===== src/logic/pibf_pkg.sv =====
/*
 * package of the peripheral interrupt enable and flag bank: register offsets,
 * implemented-bit masks, field positions, reset values and bus widths.
 * assumes a byte-wide register port with a four-bit address.
 */
package pibf_pkg;

   // bus geometry
   localparam int unsigned ADDR_W = 4;
   localparam int unsigned DATA_W = 8;

   // register offsets (byte index on the register port)
   localparam logic [3:0] OFS_ENABLE_FIRST   = 4'h0;
   localparam logic [3:0] OFS_ENABLE_SECOND  = 4'h1;
   localparam logic [3:0] OFS_ENABLE_THIRD   = 4'h2;
   localparam logic [3:0] OFS_REQUEST_FIRST  = 4'h3;
   localparam logic [3:0] OFS_REQUEST_SECOND = 4'h4;
   localparam logic [3:0] OFS_REQUEST_THIRD  = 4'h5;
   localparam logic [3:0] OFS_CORE_CONTROL   = 4'h6;
   localparam logic [3:0] OFS_EVT_STATUS     = 4'h7;
   localparam logic [3:0] OFS_EVT_CLEAR      = 4'h8;
   localparam logic [3:0] OFS_EVT_ENABLE     = 4'h9;

   // implemented bits of each register
   localparam logic [7:0] MASK_ENABLE_FIRST  = 8'hF3;
   localparam logic [7:0] MASK_ENABLE_SECOND = 8'h60;
   localparam logic [7:0] MASK_ENABLE_THIRD  = 8'hF0;
   localparam logic [7:0] MASK_REQ1_WRITABLE = 8'hC3;
   localparam logic [7:0] MASK_REQ1_SERIAL   = 8'h30;
   localparam logic [7:0] MASK_REQ2_WRITABLE = 8'h60;
   localparam logic [7:0] MASK_CORE_CONTROL  = 8'hC0;
   localparam logic [7:0] MASK_EVT           = 8'h03;

   // field positions, first request/enable register
   localparam int unsigned BIT_T1_GATE_ACQ  = 7;
   localparam int unsigned BIT_CONVERTER    = 6;
   localparam int unsigned BIT_SERIAL_RX    = 5;
   localparam int unsigned BIT_SERIAL_TX    = 4;
   localparam int unsigned BIT_T2_PERIOD    = 1;
   localparam int unsigned BIT_T1_OVERFLOW  = 0;
   // second register
   localparam int unsigned BIT_COMPARATOR_TWO = 6;
   localparam int unsigned BIT_COMPARATOR_ONE = 5;
   // third register: pulse units four..one in bits 7..4
   localparam int unsigned BIT_PULSE_LSB    = 4;
   // core control register
   localparam int unsigned BIT_GLOBAL_EN    = 7;
   localparam int unsigned BIT_PERIPH_EN    = 6;
   // block event status
   localparam int unsigned EVT_NEW_PENDING  = 0;
   localparam int unsigned EVT_REQ_RISE     = 1;

   // reset value of every register
   localparam logic [7:0] RESET_VALUE = 8'h00;

endpackage : pibf_pkg


===== src/logic/pibf_bank.sv =====
/*
 * peripheral interrupt enable and flag bank with the masked request to the
 * core. assumes single-cycle event pulses from timers, converter and
 * comparators, level pending states from the serial and pulse units, and a
 * register port whose read data appear the cycle after the read strobe.
 */
// Design decisions made here: the address map and strobed register access.
// Overview of operation
// - first enable: gate, converter, rx, tx, two unused, period match, overflow.
// - second enable: comparator two in bit 6, comparator one in bit 5.
// - third enable: pulse units four..one in bits 7..4, low nibble unused.
// - first request mirrors first enable layout, bits 3 and 2 unused.
// - second request: comparator two flag bit 6, comparator one bit 5.
// - a flag at one means pending, zero means not pending.
// - source events set flags regardless of any enable bit.
// - nothing reaches the core unless the peripheral enable is set.
// - serial rx and tx flags are read-only and follow the serial unit.
// - all other implemented enable and flag bits except the pulse unit flags are read/write.
// - unimplemented bits read zero and ignore writes.
// - every implemented bit except the serial and pulse unit flags resets to zero on any reset.
// - peripheral enable passes enabled sources when set together with global enable, blocks all when clear.
// - pulse unit flags are read-only, cleared only inside each unit.
`timescale 1ns/1ps
module pibf_bank (
   // clock and reset
   input  wire logic                          clock,
   input  wire logic                          rst_n,
   // register port
   input  wire logic [pibf_pkg::ADDR_W-1:0]   reg_addr,
   input  wire logic [pibf_pkg::DATA_W-1:0]   reg_wdata,
   input  wire logic                          reg_wr,
   input  wire logic                          reg_rd,
   output logic      [pibf_pkg::DATA_W-1:0]   reg_rdata,
   // source event pulses
   input  wire logic                          t1_gate_acq_event,
   input  wire logic                          converter_done_event,
   input  wire logic                          t2_period_match_event,
   input  wire logic                          t1_overflow_event,
   input  wire logic                          comparator_two_event,
   input  wire logic                          comparator_one_event,
   // pending levels kept inside other units
   input  wire logic                          serial_rx_pending,
   input  wire logic                          serial_tx_pending,
   input  wire logic [3:0]                    pulse_unit_pending,
   // requests
   output logic                               periph_irq_request,
   output logic                               bank_irq
);
   import pibf_pkg::*;

   // a request register keeps the read-only bits where they belong
   function automatic logic [7:0] place_req1(input logic [7:0] rw, input logic rx,
                                             input logic tx);
      logic [7:0] v;
      v = rw & MASK_REQ1_WRITABLE;
      v[BIT_SERIAL_RX] = rx;
      v[BIT_SERIAL_TX] = tx;
      return v;
   endfunction : place_req1

   // storage
   logic [7:0] enable_first_reg;
   logic [7:0] enable_second_reg;
   logic [7:0] enable_third_reg;
   logic [7:0] core_control_reg;
   logic [7:0] reg_rdata_reg;
   logic [7:0] reg_rdata_next;
   logic       request_reg;
   logic       request_next;

   // decoded strobes
   wire logic wr_en1   = reg_wr && (reg_addr == OFS_ENABLE_FIRST);
   wire logic wr_en2   = reg_wr && (reg_addr == OFS_ENABLE_SECOND);
   wire logic wr_en3   = reg_wr && (reg_addr == OFS_ENABLE_THIRD);
   wire logic wr_req1  = reg_wr && (reg_addr == OFS_REQUEST_FIRST);
   wire logic wr_req2  = reg_wr && (reg_addr == OFS_REQUEST_SECOND);
   wire logic wr_core  = reg_wr && (reg_addr == OFS_CORE_CONTROL);
   wire logic wr_eclr  = reg_wr && (reg_addr == OFS_EVT_CLEAR);
   wire logic wr_een   = reg_wr && (reg_addr == OFS_EVT_ENABLE);

   // event pulses placed at their flag positions
   logic [7:0] req1_set;
   logic [7:0] req2_set;
   logic [7:0] req1_rw;
   logic [7:0] req2_q;
   always_comb begin
      req1_set = 8'h00;
      req1_set[BIT_T1_GATE_ACQ] = t1_gate_acq_event;
      req1_set[BIT_CONVERTER]   = converter_done_event;
      req1_set[BIT_T2_PERIOD]   = t2_period_match_event;
      req1_set[BIT_T1_OVERFLOW] = t1_overflow_event;
      req2_set = 8'h00;
      req2_set[BIT_COMPARATOR_TWO] = comparator_two_event;
      req2_set[BIT_COMPARATOR_ONE] = comparator_one_event;
   end

   // writable flags of the first request register
   pibf_flag_bits #(
      .MASK      (MASK_REQ1_WRITABLE)
   ) u_req1 (
      .clock     (clock),
      .rst_n     (rst_n),
      .set_pulse (req1_set),
      .wr_en     (wr_req1),
      .wr_data   (reg_wdata),
      .flags     (req1_rw)
   );

   // flags of the second request register
   pibf_flag_bits #(
      .MASK      (MASK_REQ2_WRITABLE)
   ) u_req2 (
      .clock     (clock),
      .rst_n     (rst_n),
      .set_pulse (req2_set),
      .wr_en     (wr_req2),
      .wr_data   (reg_wdata),
      .flags     (req2_q)
   );

   // assembled request views; serial and pulse bits are never stored here
   wire logic [7:0] req1_view = place_req1(req1_rw, serial_rx_pending,
                                           serial_tx_pending);
   wire logic [7:0] req3_view = {pulse_unit_pending, 4'h0};

   // per-register enabled-and-pending terms
   wire logic [7:0] hit1 = req1_view & enable_first_reg;
   wire logic [7:0] hit2 = req2_q    & enable_second_reg;
   wire logic [7:0] hit3 = req3_view & enable_third_reg;
   wire logic       any_hit    = |{hit1, hit2, hit3};
   wire logic       global_en  = core_control_reg[BIT_GLOBAL_EN];
   wire logic       periph_en  = core_control_reg[BIT_PERIPH_EN];

   // masked request: peripheral enable gates every source, global enable last
   assign request_next = any_hit && periph_en && global_en;

   // block events: any source set pulse, a rising core request
   wire logic [7:0] all_set_now = req1_set | req2_set;
   logic [7:0] evt_pulse;
   always_comb begin
      evt_pulse = 8'h00;
      evt_pulse[EVT_NEW_PENDING] = |all_set_now;
      evt_pulse[EVT_REQ_RISE]    = request_next && !request_reg;
   end

   logic [7:0] evt_status;
   logic [7:0] evt_enable;
   pibf_evt_status u_evt (
      .clock     (clock),
      .rst_n     (rst_n),
      .evt_pulse (evt_pulse),
      .clr_wr    (wr_eclr),
      .en_wr     (wr_een),
      .wr_data   (reg_wdata),
      .status    (evt_status),
      .enable    (evt_enable),
      .irq       (bank_irq)
   );

   // read multiplexer; unmapped and write-only offsets read zero
   always_comb begin
      unique case (reg_addr)
         OFS_ENABLE_FIRST:   reg_rdata_next = enable_first_reg;
         OFS_ENABLE_SECOND:  reg_rdata_next = enable_second_reg;
         OFS_ENABLE_THIRD:   reg_rdata_next = enable_third_reg;
         OFS_REQUEST_FIRST:  reg_rdata_next = req1_view;
         OFS_REQUEST_SECOND: reg_rdata_next = req2_q;
         OFS_REQUEST_THIRD:  reg_rdata_next = req3_view;
         OFS_CORE_CONTROL:   reg_rdata_next = core_control_reg;
         OFS_EVT_STATUS:     reg_rdata_next = evt_status;
         OFS_EVT_ENABLE:     reg_rdata_next = evt_enable;
         default:            reg_rdata_next = 8'h00;
      endcase
   end

   // enable registers: only implemented positions are stored
   always_ff @(posedge clock) begin
      if (!rst_n) begin
         enable_first_reg  <= RESET_VALUE;
         enable_second_reg <= RESET_VALUE;
         enable_third_reg  <= RESET_VALUE;
         core_control_reg  <= RESET_VALUE;
      end else begin
         if (wr_en1)  enable_first_reg  <= reg_wdata & MASK_ENABLE_FIRST;
         if (wr_en2)  enable_second_reg <= reg_wdata & MASK_ENABLE_SECOND;
         if (wr_en3)  enable_third_reg  <= reg_wdata & MASK_ENABLE_THIRD;
         if (wr_core) core_control_reg  <= reg_wdata & MASK_CORE_CONTROL;
      end
   end

   // read data register and request flop
   always_ff @(posedge clock) begin
      if (!rst_n) begin
         reg_rdata_reg <= RESET_VALUE;
         request_reg   <= 1'b0;
      end else begin
         reg_rdata_reg <= reg_rd ? reg_rdata_next : 8'h00;
         request_reg   <= request_next;
      end
   end

   assign reg_rdata          = reg_rdata_reg;
   assign periph_irq_request = request_reg;

   // checks
   a_event_sets_flag: assert property (@(posedge clock) disable iff (!rst_n)
      t1_overflow_event |=> req1_rw[BIT_T1_OVERFLOW])
      else $error("overflow event did not set its flag");
   a_set_beats_clear: assert property (@(posedge clock) disable iff (!rst_n)
      (comparator_one_event && wr_req2 && !reg_wdata[BIT_COMPARATOR_ONE])
      |=> req2_q[BIT_COMPARATOR_ONE])
      else $error("clearing write beat a comparator event");
   a_sw_clears_flag: assert property (@(posedge clock) disable iff (!rst_n)
      (wr_req1 && !reg_wdata[BIT_CONVERTER] && !converter_done_event)
      |=> !req1_rw[BIT_CONVERTER])
      else $error("software write failed to clear converter flag");
   a_periph_blocks: assert property (@(posedge clock) disable iff (!rst_n)
      !$past(periph_en) |-> !periph_irq_request)
      else $error("request passed with peripheral enable clear");
   a_request_cause: assert property (@(posedge clock) disable iff (!rst_n)
      periph_irq_request |-> $past(any_hit) && $past(global_en))
      else $error("request without an enabled pending source");
   a_request_rises: assert property (@(posedge clock) disable iff (!rst_n)
      (global_en && periph_en && hit3[7] && !wr_core) |=> periph_irq_request)
      else $error("enabled pulse source did not raise request");
   a_serial_follows: assert property (@(posedge clock) disable iff (!rst_n)
      (reg_rd && reg_addr == OFS_REQUEST_FIRST)
      |=> reg_rdata[BIT_SERIAL_RX] == $past(serial_rx_pending))
      else $error("serial rx flag does not follow the unit");
   a_unused_zero: assert property (@(posedge clock) disable iff (!rst_n)
      $past(reg_rd && reg_addr == OFS_ENABLE_SECOND) |-> (reg_rdata & 8'h9F) == 8'h00)
      else $error("unimplemented bits read nonzero");
   a_reset_clears: assert property (@(posedge clock)
      !rst_n |=> (enable_first_reg == 8'h00) && (req1_rw == 8'h00) && !periph_irq_request)
      else $error("register not zero after reset");
   a_rdata_one_cycle: assert property (@(posedge clock) disable iff (!rst_n)
      !$past(reg_rd) |-> reg_rdata == 8'h00)
      else $error("read data outside the answer cycle");

   // register layouts and unused positions
   a_enable1_layout: assert property (@(posedge clock) disable iff (!rst_n)
      wr_en1 |=> enable_first_reg == ($past(reg_wdata) & 8'hF3))
      else $error("first enable register layout broken");
   a_enable2_layout: assert property (@(posedge clock) disable iff (!rst_n)
      wr_en2 |=> enable_second_reg == ($past(reg_wdata) & 8'h60))
      else $error("second enable register layout broken");
   a_enable3_layout: assert property (@(posedge clock) disable iff (!rst_n)
      wr_en3 |=> enable_third_reg == ($past(reg_wdata) & 8'hF0))
      else $error("third enable register layout broken");
   a_req1_unused: assert property (@(posedge clock) disable iff (!rst_n)
      $past(reg_rd && reg_addr == OFS_REQUEST_FIRST) |-> (reg_rdata & 8'h0C) == 8'h00)
      else $error("first request unused bits read nonzero");
   a_req2_layout: assert property (@(posedge clock) disable iff (!rst_n)
      (wr_req2 && !comparator_one_event && !comparator_two_event)
      |=> req2_q == ($past(reg_wdata) & 8'h60))
      else $error("second request register layout broken");
   a_core_unused: assert property (@(posedge clock) disable iff (!rst_n)
      $past(reg_rd && reg_addr == OFS_CORE_CONTROL) |-> (reg_rdata & 8'h3F) == 8'h00)
      else $error("core control unused bits read nonzero");
   a_pulse_readback: assert property (@(posedge clock) disable iff (!rst_n)
      $past(reg_rd && reg_addr == OFS_REQUEST_THIRD) |-> reg_rdata == {$past(pulse_unit_pending), 4'h0})
      else $error("pulse unit flags do not follow the units");

   // read-only levels and sticky flags
   a_serial_tx_follows: assert property (@(posedge clock) disable iff (!rst_n)
      (reg_rd && reg_addr == OFS_REQUEST_FIRST)
      |=> reg_rdata[BIT_SERIAL_TX] == $past(serial_tx_pending))
      else $error("serial tx flag does not follow the unit");
   a_gate_event_sets: assert property (@(posedge clock) disable iff (!rst_n)
      t1_gate_acq_event |=> req1_rw[BIT_T1_GATE_ACQ])
      else $error("gate event did not set its flag");
   a_converter_sets: assert property (@(posedge clock) disable iff (!rst_n)
      converter_done_event |=> req1_rw[BIT_CONVERTER])
      else $error("converter event did not set its flag");
   a_period_sets: assert property (@(posedge clock) disable iff (!rst_n)
      t2_period_match_event |=> req1_rw[BIT_T2_PERIOD])
      else $error("period match event did not set its flag");
   a_cmp_two_sets: assert property (@(posedge clock) disable iff (!rst_n)
      comparator_two_event |=> req2_q[BIT_COMPARATOR_TWO])
      else $error("comparator two event did not set its flag");
   a_flag_has_cause: assert property (@(posedge clock) disable iff (!rst_n)
      $rose(req1_rw[BIT_T1_OVERFLOW]) |-> $past(t1_overflow_event) || $past(wr_req1))
      else $error("overflow flag set without a cause");
   a_flag_holds: assert property (@(posedge clock) disable iff (!rst_n)
      (req2_q[BIT_COMPARATOR_TWO] && !wr_req2) |=> req2_q[BIT_COMPARATOR_TWO])
      else $error("pending flag dropped without a write");

   // request path
   a_serial_request: assert property (@(posedge clock) disable iff (!rst_n)
      (serial_rx_pending && enable_first_reg[BIT_SERIAL_RX] && periph_en && global_en)
      |=> periph_irq_request)
      else $error("enabled serial flag did not raise request");

   // main scenarios
   c_request_seen: cover property (@(posedge clock) disable iff (!rst_n)
      $rose(periph_irq_request));
   c_set_and_clear: cover property (@(posedge clock) disable iff (!rst_n)
      comparator_two_event && wr_req2);
   c_bank_irq: cover property (@(posedge clock) disable iff (!rst_n)
      $rose(bank_irq));
   c_pulse_request: cover property (@(posedge clock) disable iff (!rst_n)
      (|hit3) && periph_irq_request);
   c_serial_both: cover property (@(posedge clock) disable iff (!rst_n)
      serial_rx_pending && serial_tx_pending);

endmodule : pibf_bank


===== src/logic/pibf_flag_bits.sv =====
/*
 * software-writable pending flags: hardware set pulses win over a software
 * write in the same cycle; bits outside the mask are never stored.
 * assumes set pulses synchronous to clock.
 */
`timescale 1ns/1ps
module pibf_flag_bits #(
   parameter logic [7:0] MASK = 8'hFF
) (
   // clock and reset
   input  wire logic       clock,
   input  wire logic       rst_n,
   // hardware set pulses
   input  wire logic [7:0] set_pulse,
   // software write
   input  wire logic       wr_en,
   input  wire logic [7:0] wr_data,
   // stored flags
   output logic      [7:0] flags
);
   import pibf_pkg::*;

   logic [7:0] flags_reg;
   logic [7:0] flags_next;

   // set wins over a same-cycle clearing write
   assign flags_next = (set_pulse | (wr_en ? wr_data : flags_reg)) & MASK;
   assign flags      = flags_reg;

   // flag storage
   always_ff @(posedge clock) begin
      if (!rst_n) flags_reg <= RESET_VALUE;
      else        flags_reg <= flags_next;
   end

endmodule : pibf_flag_bits


===== src/logic/pibf_evt_status.sv =====
/*
 * block event status: sticky bits, write-one-to-clear register, enable
 * register and a level interrupt output.
 * assumes event pulses and write strobes synchronous to clock.
 */
`timescale 1ns/1ps
module pibf_evt_status (
   // clock and reset
   input  wire logic       clock,
   input  wire logic       rst_n,
   // events
   input  wire logic [7:0] evt_pulse,
   // software access
   input  wire logic       clr_wr,
   input  wire logic       en_wr,
   input  wire logic [7:0] wr_data,
   // state
   output logic      [7:0] status,
   output logic      [7:0] enable,
   output logic            irq
);
   import pibf_pkg::*;

   logic [7:0] status_reg;
   logic [7:0] status_next;
   logic [7:0] enable_reg;

   // an event in the clearing cycle keeps its bit set
   assign status_next = (evt_pulse | (status_reg & ~(clr_wr ? wr_data : 8'h00))) & MASK_EVT;
   assign status      = status_reg;
   assign enable      = enable_reg;
   assign irq         = |(status_reg & enable_reg);

   // status and enable storage
   always_ff @(posedge clock) begin
      if (!rst_n) begin
         status_reg <= RESET_VALUE;
         enable_reg <= RESET_VALUE;
      end else begin
         status_reg <= status_next;
         if (en_wr) enable_reg <= wr_data & MASK_EVT;
      end
   end

endmodule : pibf_evt_status


===== config.mk =====
export PLATFORM = sky130hd
export DESIGN_NAME = pibf_bank
export DESIGN_NICKNAME = d
export VERILOG_FILES = /design/src/logic/pibf_pkg.sv /design/src/logic/pibf_bank.sv /design/src/logic/pibf_flag_bits.sv /design/src/logic/pibf_evt_status.sv
export SDC_FILE = /design/constraint.sdc
export NUM_CORES = 1
export LEC_CHECK = 0
export BUFFER_PORTS_ARGS = -buffer_cell sky130_fd_sc_hd__buf_4
export CORE_MARGIN = 3
export CORE_UTILIZATION = 45
export DETAILED_ROUTE_END_ITERATION = 10
export PLACE_DENSITY = 0.71
export SETUP_SLACK_MARGIN = 0.05
export SLEW_MARGIN = 0
export SYNTH_ARGS = -nofsm -noshare
export SYNTH_HDL_FRONTEND = slang
export SYNTH_SLANG_ARGS = --single-unit

===== constraint.sdc =====
create_clock -name clock -period 1.8 [get_ports clock]
set_clock_uncertainty 0.2 [all_clocks]
set_input_delay 0.18 -clock clock [delete_from_list [all_inputs] [get_ports clock]]
set_output_delay 0.18 -clock clock [all_outputs]
set_load 0.05 [all_outputs]

# Word-level counts from Yosys, hierarchy flattened
# Index checks and enable logic that the tools add are counted.
[op_classes]
eq_ne = 9
n_mux = 4
n_bitwise = 10
n_reduce_logical = 17
[op_table]
columns = ["cell", "count"]
rows = [
  ["8-bit one-hot mux with 9 select lines", 1],
  ["24-bit OR reduction", 1],
  ["8-bit AND", 2],
  ["4-bit by 3-bit equality test with 1-bit output (second input constant)", 4],
  ["8-bit OR reduction", 2],
  ["1-bit logical AND", 11],
  ["4-bit by 2-bit equality test with 1-bit output (second input constant)", 2],
  ["4-bit equality test (second input constant)", 2],
  ["8-bit two-way mux", 1],
  ["8-bit by 7-bit OR with 8-bit output", 1],
  ["8-bit OR", 1],
  ["7-bit AND", 1],
  ["7-bit two-way mux", 1],
  ["7-bit OR", 1],
  ["2-bit AND", 2],
  ["4-bit by 1-bit equality test with 1-bit output (second input constant)", 1],
  ["4-bit zero test", 1],
  ["2-bit two-way mux", 1],
  ["2-bit NOT", 1],
  ["2-bit OR", 1],
  ["2-bit AND reduction", 1],
  ["1-bit zero test", 1],
]
[word_totals]
ff_bits = 37
input_bits = 28
output_inout_bits = 10
elab_cells = 51

# Logic depth before layout (Yosys ltp)
# Gate-level depths: netlist (run 1).
[logic_depth]
depth_word = 6
mapped_depth = 6
ltp_nobuf = 4

# Modules after synthesis
# Synthesis (run 1) repeated with hierarchy kept, for this count alone.
[unflattened]
hier_cells = 214
hier_area_um2 = 1894.3
[by_module_without_submodules]
columns = ["mod", "n_inst", "cells_each", "area_per_inst_um2", "seq_area_each_um2"]
rows = [
  ["pibf_bank", 1, 156, 1333.8, 460.4],
  ["pibf_evt_status", 1, 28, 245.2, 80.1],
  ["pibf_flag_bits at u_req1", 1, 17, 188.9, 80.1],
  ["pibf_flag_bits at u_req2", 1, 13, 126.4, 40.0],
]

# Least setup slack after synthesis (run 1)
# OpenSTA, ideal clock, no wires.
[synth_path]
path_kind = "input to register"
startpoint = "input reg_addr[0] (netlist name)"
endpoint = "register u_req1.flags_reg[7], in the netlist u_req1.flags[7]"
setup_ns = 0.132
t_arrival_ns = 1.024
t_required_ns = 1.468
slack_ns = 0.445
path_stages = 5
n_path_buf = 1
path_cell_list = "clkbuf_2 nand2_1 or3_1 nor3_1 nor3_1"
[synth_via]
elab_chain_cells = 4
[synth_rtl]
columns = ["element", "line", "text"]
rows = [
  ["start: declaration", "pibf_bank.sv:29", "input wire logic [pibf_pkg::ADDR_W-1:0] reg_addr,"],
  ["4-bit by 2-bit equality test with 1-bit output", "pibf_bank.sv:75", "wire logic wr_req1 = reg_wr && (reg_addr == OFS_REQUEST_FIRST);"],
  ["1-bit logical AND", "pibf_bank.sv:75", ""],
  ["8-bit two-way mux", "pibf_flag_bits.sv:27", "assign flags_next = (set_pulse | (wr_en ? wr_data : flags_reg)) & MASK;"],
  ["8-bit OR", "pibf_flag_bits.sv:27", ""],
  ["end signal: assignment", "pibf_flag_bits.sv:33", "else flags_reg <= flags_next;"],
  ["end: declaration", "pibf_flag_bits.sv:23", "logic [7:0] flags_reg;"],
]
# No other way between the ends.
# A chain may end at the register's enable or synchronous reset.

# Worst setup path in the final report (run 1)
[layout_path]
startpoint = "input reg_addr[3] (netlist name)"
endpoint = "register u_req1.flags_reg[7], in the netlist u_req1.flags[7]"
# The elaborated chain is that of the path after synthesis.

==> results.cfg, run 1 <==
[run_status]
status = completed

[floorplanning]
core_um2 = 3180
fp.dieArea_um2 = 4230
start_util = 0.493
die_w_um = 65.0
row_count = 20
die-height_um = 65.0
num_io_pins = 38

[placed_design]
place_hpwl_um = 2970
dp_cells = 249
place_congestion = 0.850
numPortBuffers = 33

[critical_path]
arrival_ns = 1.70
worst-path-max-fanout = 11
critPathKind = input pin to register
end_kind = register
r2r_slack_ns = 0.38
r2r-end = u_evt.status[1]
startpoint_type = input pin
worst-endpoint-required_ns = 1.83
r2r-start = u_req1.flags[7]
crit_path_frequent_cell = nor3_1
r2r_cells = 4
slowest_stage = dlygate4sd3_1
crit_path_cell_trace = buf_4 -> nand2b_1 -> or3_4 -> nor3_1 -> dlygate4sd3_1 -> nor3_1
critical-path-max-stage-delay_ns = 0.58

[synth]
synth.largest_area_cell = dfxtp_1
synth.most_common_cell = dfxtp_1
synth_cell_types = 39
synth_edf_count = 0
syn_inst = 180
ys_seq_elements = 31
ys_seq_area_frac = 0.396
postSynth.asyncResetShare = 0
ys.warnings.count = 0
yosysTopAreaCellShare = 0.396
ys.flop_type = dfxtp_1
synth_commonest_cells = dfxtp_1 (31), nor2_1 (19), nor3_1 (15), nand2_1 (14)
synth.area.top_cells = dfxtp_1 (40%), mux2i_1 (7.7%), nor3_1 (4.8%)
synth.cell_area_um2 = 1570
avgSynthCellArea_um2 = 8.71

[grt]
grt_pass1_wl_um = 6960
overflow = 0
grt_max_degree = 24
antenna_found_initial = 0
grt_pass1_vias = 1455
grt.total_usage = 0.215

[power]
p_int_mw = 1.04
p_leak_nw = 0.834
netSwitchingFraction = 0.267
p_clk_frac = 0.331
p_switching_mw = 0.381
combPwrFrac = 0.165
pwr-share-seq = 0.505
p_per_area_nw_per_um2 = 682
max-vdd-ir-drop_mv = 0.423

[drt]
vias = 1554
post_drt_wl_per_cell_um = 15.3
drc_errors = 0
first_pass_iters = 4
antenna_left = 0
wl_um = 4230
drt-vias-per-instance = 5.63
dr.first_iter.drc_count = 94

[cts]
clkTransAtPathRegs_ns = 0.10
clock_latency_ns = 0.34
numCtsBuffers = 5
htreeDepth = 2
cts_num_sinks = 31
cts-root-buf = clkbuf_4
cts_buffer_depth = 2
tritoncts = done

[sta]
holdWs_ns = 0.00959
worst_pin_slew_ns = 0.498
max-slew-margin-rel = 0.665
fmax_ghz = 0.602
hold_viol = 0
maxSlewViolCount = 0
min_period_ns = 1.66
period_share = 0.923
rsz0062_at_grt = false
fin_setup_tns_ns = 0
setup_viol = 0

[hold_path]
hold_class = input pin to register
min_path_cells = 3
hold_path_end = reg_rdata[0]
worstHoldStart = reg_addr[0]

[flow_run]
cap_violations = 0

[layout]
diodes = 0
drive_gt1_frac = 0.228
fin_util = 0.657
final_nets = 259
final_cells = 276
syn_to_final_growth_pct = 33.1
cell families (layout without fill, tap and decap cells):
kind of cell           after synthesis  in the layout  synth area share
AOI/OAI and AO/OA                   37             37             0.156
buffers and inverters               15             66            0.0583
DFF                                 31             31             0.396
muxes                               14             14             0.105
other                                1              2           0.00239
and+or+nand+nor                     82             82             0.282
cell usage in the layout (no fill, tap or decap), types with 2 or more instances in the layout:
| cell | count |
|---|---|
| a221oi_1 | 3 |
| nand3b_1 | 2 |
| nor2b_1 | 2 |
| nand2b_1 | 2 |
| a22o_1 | 4 |
| clkbuf_8 | 2 |
| mux4_2 | 2 |
| inv_1 | 3 |
| mux2i_1 | 12 |
| o21ai_0 | 5 |
| dlygate4sd3_1 | 19 |
| and3_1 | 4 |
| nor2_1 | 19 |
| a31oi_1 | 3 |
| nor3_4 | 2 |
| buf_4 | 35 |
| nor3_1 | 15 |
| nand3_1 | 11 |
| clkbuf_4 | 5 |
| o31ai_1 | 2 |
| nand2_1 | 13 |
| dfxtp_1 | 31 |
| a21oi_1 | 12 |
| a311oi_1 | 2 |
| a211oi_1 | 4 |
| conb_1 | 2 |
power by group through the flow:
stage | Combinational [mW] | Clock, mW | Sequential (mW)
5_1_grt | 0.254 | 0.506 | 0.721
6_report | 0.235 | 0.471 | 0.719
3_5_place_dp | 0.199 | 0 | 0.734
2_1_floorplan | 0.117 | 0 | 0.735
4_1_cts | 0.231 | 0.473 | 0.718
3_3_place_gp | 0.194 | 0 | 0.734
layer usage:
layer  global-route usage  wire, um
met1                0.283      1820
met2                0.346      2080
met3               0.0416       271
met4               0.0855        55
met5                    0         0
cell type report:
cell class	count	area, um^2
fill	262	1090
timing repair buffer	55	464
inverter	3	11.3
multi-input combinational	135	867
clock buffer	8	68.8
sequential	31	621
tap	44	55.1
through the flow:
step	area [um^2]	total power, mW	setup slack, ns
after floorplan	1570	0.852	0.445
after global placement	1820	0.928	0.294
after detailed placement	1820	0.933	0.240
after CTS	2080	1.42	0.0793
after global routing	2090	1.48	0.0646
final	2090	1.42	0.138
critical path: cells and delay by family:
family | cells | cell delay [ns]
buffers and inverters | 2 | 0.74
AND/OR/NAND/NOR | 4 | 0.77
worst max-delay path by stage:
| stage | from | end | slack, ns | cells after the start |
|---|---|---|---|---|
| after floorplan | reg_addr[0] | u_req1.flags[7] | 0.44 | 5 |
| after global placement | reg_addr[1] | u_req1.flags[0] | 0.29 | 5 |
| after detailed placement | reg_addr[1] | u_req1.flags[6] | 0.24 | 5 |
| after CTS | reg_addr[1] | u_req1.flags[7] | 0.08 | 6 |
| after global routing | reg_addr[3] | u_req1.flags[7] | 0.06 | 6 |
| final | reg_addr[3] | u_req1.flags[7] | 0.14 | 6 |
timing repair:
action	CTS	global route
hold buffers	19	0
hold endpoints to repair	30	0
endpoints found under the setup margin	0	1
gates resized for setup	0	3
buffers inserted	0	0
Note: power is estimated with default switching activity, not from simulation.
==> inputs of run 2 (changes only) <==
--- a/config.mk
+++ b/config.mk
@@ -6,10 +6,10 @@
 export NUM_CORES = 1
 export LEC_CHECK = 0
 export BUFFER_PORTS_ARGS = -buffer_cell sky130_fd_sc_hd__buf_4
-export CORE_MARGIN = 3
 export CORE_UTILIZATION = 45
 export DETAILED_ROUTE_END_ITERATION = 10
 export PLACE_DENSITY = 0.71
+export REMOVE_ABC_BUFFERS = 1
 export SETUP_SLACK_MARGIN = 0.05
 export SLEW_MARGIN = 0
 export SYNTH_ARGS = -nofsm -noshare
==> run 2 against run 1 <==
Net effect:
- core utilization down 4.3 points
- combinational power shrank 3%
- global-route usage grew 2.6 points
- first-iteration DRC count fell by 27%
- power shrank 5.8%
- worst setup slack improved by 0.12 ns
- register-to-register slack worse by 0.02 ns
- cell count rose by 0.36%
- clock-buffer cell count shrank 1
- via count is 0.84% lower
- clock power is 16% lower
- largest power group unchanged
==> results.cfg, run 2 (same netlist as run 1, synthesis figures left out) <==
[run_status]
status = completed

[power]
power_mw = 1.34
max-vdd-ir-drop_mv = 0.408
p_leak_nw = 0.815
p_per_area_nw_per_um2 = 655

[critical_path]
r2r_slack_ns = 0.36
worst-path-max-fanout = 3
end_kind = register
worst-endpoint-required_ns = 1.81
startpoint_type = input pin
arrival_ns = 1.56
critPathKind = input pin to register

[layout]
final_cell_mix = buf_4 (36), dfxtp_1 (31), nor2_1 (19), dlygate4sd3_1 (18), nor3_1 (15)
diodes = 0
drive_gt1_frac = 0.216
mostFrequentLayoutCell = buf_4
final_nets = 258
final_cells = 277
syn_to_final_growth_pct = 30.7

[grt]
grt_pass1_wl_um = 6400
grt.total_usage = 0.242
grt_pass1_vias = 1457
grt_max_degree = 24
antenna_found_initial = 0
overflow = 0

[drt]
drt-vias-per-instance = 5.56
wl_um = 3940
first_pass_iters = 4
post_drt_wl_per_cell_um = 14.2
dr.first_iter.drc_count = 69
drc_errors = 0
antenna_left = 0
vias = 1541

[sta]
min_period_ns = 1.54
maxSlewViolCount = 0
fin_setup_tns_ns = 0
rsz0062_at_grt = false
period_share = 0.856
setup_viol = 0
fmax_ghz = 0.649
hold_viol = 0

[placed_design]
dp_cells = 251
numPortBuffers = 33
place_congestion = 0.800
place_hpwl_um = 2840

[hold_path]
hold_class = input pin to register

[floorplanning]
fp.dieArea_um2 = 3720
start_util = 0.470
num_io_pins = 38
row_count = 21
die_w_um = 61.0
core_um2 = 3340
die-height_um = 61.0

[cts]
post_cts_resized = 0
cts_num_sinks = 31
cts_buffer_depth = 2
cts-root-buf = clkbuf_4
clkTransAtPathRegs_ns = 0.09
cts_setup_buffers = 0
clock_latency_ns = 0.33
tritoncts = done
htreeDepth = 2
numCtsBuffers = 5

[flow_run]
cap_violations = 0
[run 2: critical path: stages]
cell	delay [ns]
dlygate4sd3_1	0.54
buf_4	0.14
nor2_1	0.08
dlygate4sd3_1	0.55
a31oi_1	0.07
[run 2: final timing paths]
path | depth (start not counted) | endpoint | from
worst max-delay path | 5 | u_evt.status[0] | t2_period_match_event
worst min-delay path | 3 | reg_rdata[0] | reg_addr[3]
worst max register to register | 4 | u_evt.status[1] | u_req1.flags[0]
worst min register to register | 1 | u_evt.status[1] | periph_irq_request
[run 2: per-layer routing]
layer	up-vias	GRT usage	wire [um]
li1	756	-	-
met1	728	0.292	1750
met2	48	0.404	1930
met3	9	0.0819	189
met4	0	0.0812	69
met5	-	0	0
[run 2: what timing repair did]
item | CTS | global route
hold buffers | 17 | 1
endpoints found under the hold margin | 28 | 1
endpoints found under the setup margin | 0 | 0
[run 2: cell type report]
type,instances,area [um^2]
sequential,31,621
clock buffer,7,45.0
timing repair buffer,54,450
fill,297,1290
clock inverter,1,5.00
tap,46,57.6
multi-input combinational,135,860
inverter,3,11.3
[run 2: power breakdown]
group,switching (mW),leakage (nW),internal (mW),total (mW)
logic,0.119,0.533,0.109,0.228
registers,0.0167,0.253,0.703,0.720
clock network,0.242,0.0293,0.152,0.394
[run 2: metrics by stage]
stage	cell area, um^2	worst slack [ns]	util	hold slack, ns
global route	2050	0.230	0.614	0.0490
detailed placement	1820	0.241	0.545	0.238
CTS	2040	0.271	0.611	0.00124
global placement	1820	0.286	0.545	0.227
finish	2050	0.259	0.614	0.0332
floorplan	1490	0.474	-	0.0788
==> inputs of run 3 (changes only) <==
--- a/config.mk
+++ b/config.mk
@@ -6,9 +6,9 @@
 export NUM_CORES = 1
 export LEC_CHECK = 0
 export BUFFER_PORTS_ARGS = -buffer_cell sky130_fd_sc_hd__buf_4
-export CORE_UTILIZATION = 45
+export CORE_UTILIZATION = 30
 export DETAILED_ROUTE_END_ITERATION = 10
-export PLACE_DENSITY = 0.71
+export PLACE_DENSITY = 0.52
 export REMOVE_ABC_BUFFERS = 1
 export SETUP_SLACK_MARGIN = 0.05
 export SLEW_MARGIN = 0
==> run 3 against run 2 <==
Net effect:
- cell count up 6.1%
- clock-buffer cell count is 1 lower
- maximum frequency decreased by 2.8%
- sequential cell count is the same
- first-iteration DRC count rose by 45%
- critical path depth stayed put
- sequential share of layout area decreased by 0.46 points
- sequential power hardly changed
- core utilization down 19 points
- clock power up 40%
- power rose by 11%
- highest routed layer unchanged
==> results.cfg, run 3 (same netlist as run 1, synthesis figures left out) <==
[sta]
finalWorstSetupSlack_ns = 0.214
hold_viol = 0
min_period_ns = 1.59
fmax_ghz = 0.631
period_share = 0.881
maxSlewViolCount = 0
rsz0062_at_grt = false
setup_viol = 0
fin_setup_tns_ns = 0

[grt]
grt_pass1_wl_um = 6870
grtUsageMet2 = 0.255
antenna_found_initial = 0
use_met1 = 0.235
grt_pass1_vias = 1401
grt_max_degree = 24
grt_use_met3 = 0.0420
overflow = 0
grt.total_usage = 0.168
busiest_layer = met2

[layout]
final_cell_mix = buf_4 (37), dfxtp_1 (31), nor2_1 (19), nor3_1 (15)
drive_gt1_frac = 0.229
fin_util = 0.426
mostFrequentLayoutCell = buf_4
final_cells = 294
design_area_um2 = 2080
final_nets = 255
diodes = 0
syn_to_final_growth_pct = 32.7

[critical_path]
critPathKind = input pin to register
r2r_cells = 4
startpoint_type = input pin
worst-path-max-fanout = 3
end_kind = register
arrival_ns = 1.54
worst-endpoint-required_ns = 1.76

[drt]
first_pass_iters = 4
drc_errors = 0
antenna_left = 0
vias = 1462
drt-vias-per-instance = 4.97
dr.first_iter.drc_count = 100
wl_um = 4210
post_drt_wl_per_cell_um = 14.3

[cts]
numCtsBuffers = 5
cts_setup_buffers = 0
clkTransAtPathRegs_ns = 0.07
cts_hold_buffers = 14
post_cts_resized = 0
clock_latency_ns = 0.28
htreeDepth = 2
cts_buffer_depth = 2
cts_num_sinks = 31
cts-root-buf = clkbuf_8
tritoncts = done

[floorplanning]
die-height_um = 74.3
die_w_um = 74.3
core_um2 = 4880
num_io_pins = 38
row_count = 25
start_util = 0.321
fp.dieArea_um2 = 5520

[placed_design]
pre_cts_slack_ns = 0.261
dp_cells = 273
numPortBuffers = 33
place_congestion = 0.817
place_hpwl_um = 3060
placed_cell_area_um2 = 1850

[flow_run]
cap_violations = 0

[power]
p_int_mw = 1.11
p_per_area_nw_per_um2 = 719
netSwitchingFraction = 0.259
combPwrFrac = 0.151
p_clk_frac = 0.368
p_switching_mw = 0.388
max-vdd-ir-drop_mv = 0.343
pwr-share-seq = 0.481
p_leak_nw = 0.821

[run_status]
status = completed

[hold_path]
hold_class = input pin to register
min_path_cells = 3
## run 3: cell count changes in the layout (fill, tap and decap cells not counted)
cell / delta
clkbuf_8: +6
dlygate4sd3_1: -4
clkbuf_4: -5
clkbuf_1: -2
buf_4: +1
## run 3: layer usage
metal	part of all wire	routed length, um
met3	0.047	197
met4	0.0088	37
met2	0.45	1880
met5	0	0
met1	0.50	2100
## run 3: path summary, 6_finish.rpt
| path | startpoint | to | slack (ns) |
|---|---|---|---|
| worst max-delay path | t2_period_match_event | u_evt.status[0] | 0.21 |
| worst min-delay path | comparator_one_event | u_req2.flags[5] | 0.02 |
| worst max register to register | u_req1.flags[7] | u_evt.status[1] | 0.39 |
| worst min register to register | periph_irq_request | u_evt.status[1] | 0.26 |
## run 3: area by class of cell
cell class                 count  area, um^2
clock buffer                   6        82.6
clock inverter                 1        5.00
fill                         532        2800
inverter                       3        11.3
multi-input combinational    135         860
sequential                    31         621
tap                           67        83.8
timing repair buffer          51         418
## run 3: worst max-delay path, stage by stage
cell and delay, ns:
dlygate4sd3_1 0.53, buf_4 0.14, nor2_1 0.08, dlygate4sd3_1 0.55, a31oi_1 0.06
## run 3: power by group through the flow
| stage | combinational (mW) | clock [mW] | sequential [mW] |
|---|---|---|---|
| global route | 0.247 | 0.587 | 0.721 |
| finish | 0.226 | 0.551 | 0.720 |
| floorplan | 0.0856 | 0 | 0.735 |
| CTS | 0.226 | 0.565 | 0.719 |
| detailed placement | 0.202 | 0 | 0.735 |
| global placement | 0.202 | 0 | 0.735 |
## run 3: metrics by stage
step / total power, mW / hold slack [ns]
final: 1.50 / 0.0176
after global routing: 1.55 / 0.0432
after CTS: 1.51 / 0.0146
after detailed placement: 0.937 / 0.245
after global placement: 0.937 / 0.238
after floorplan: 0.821 / 0.0788
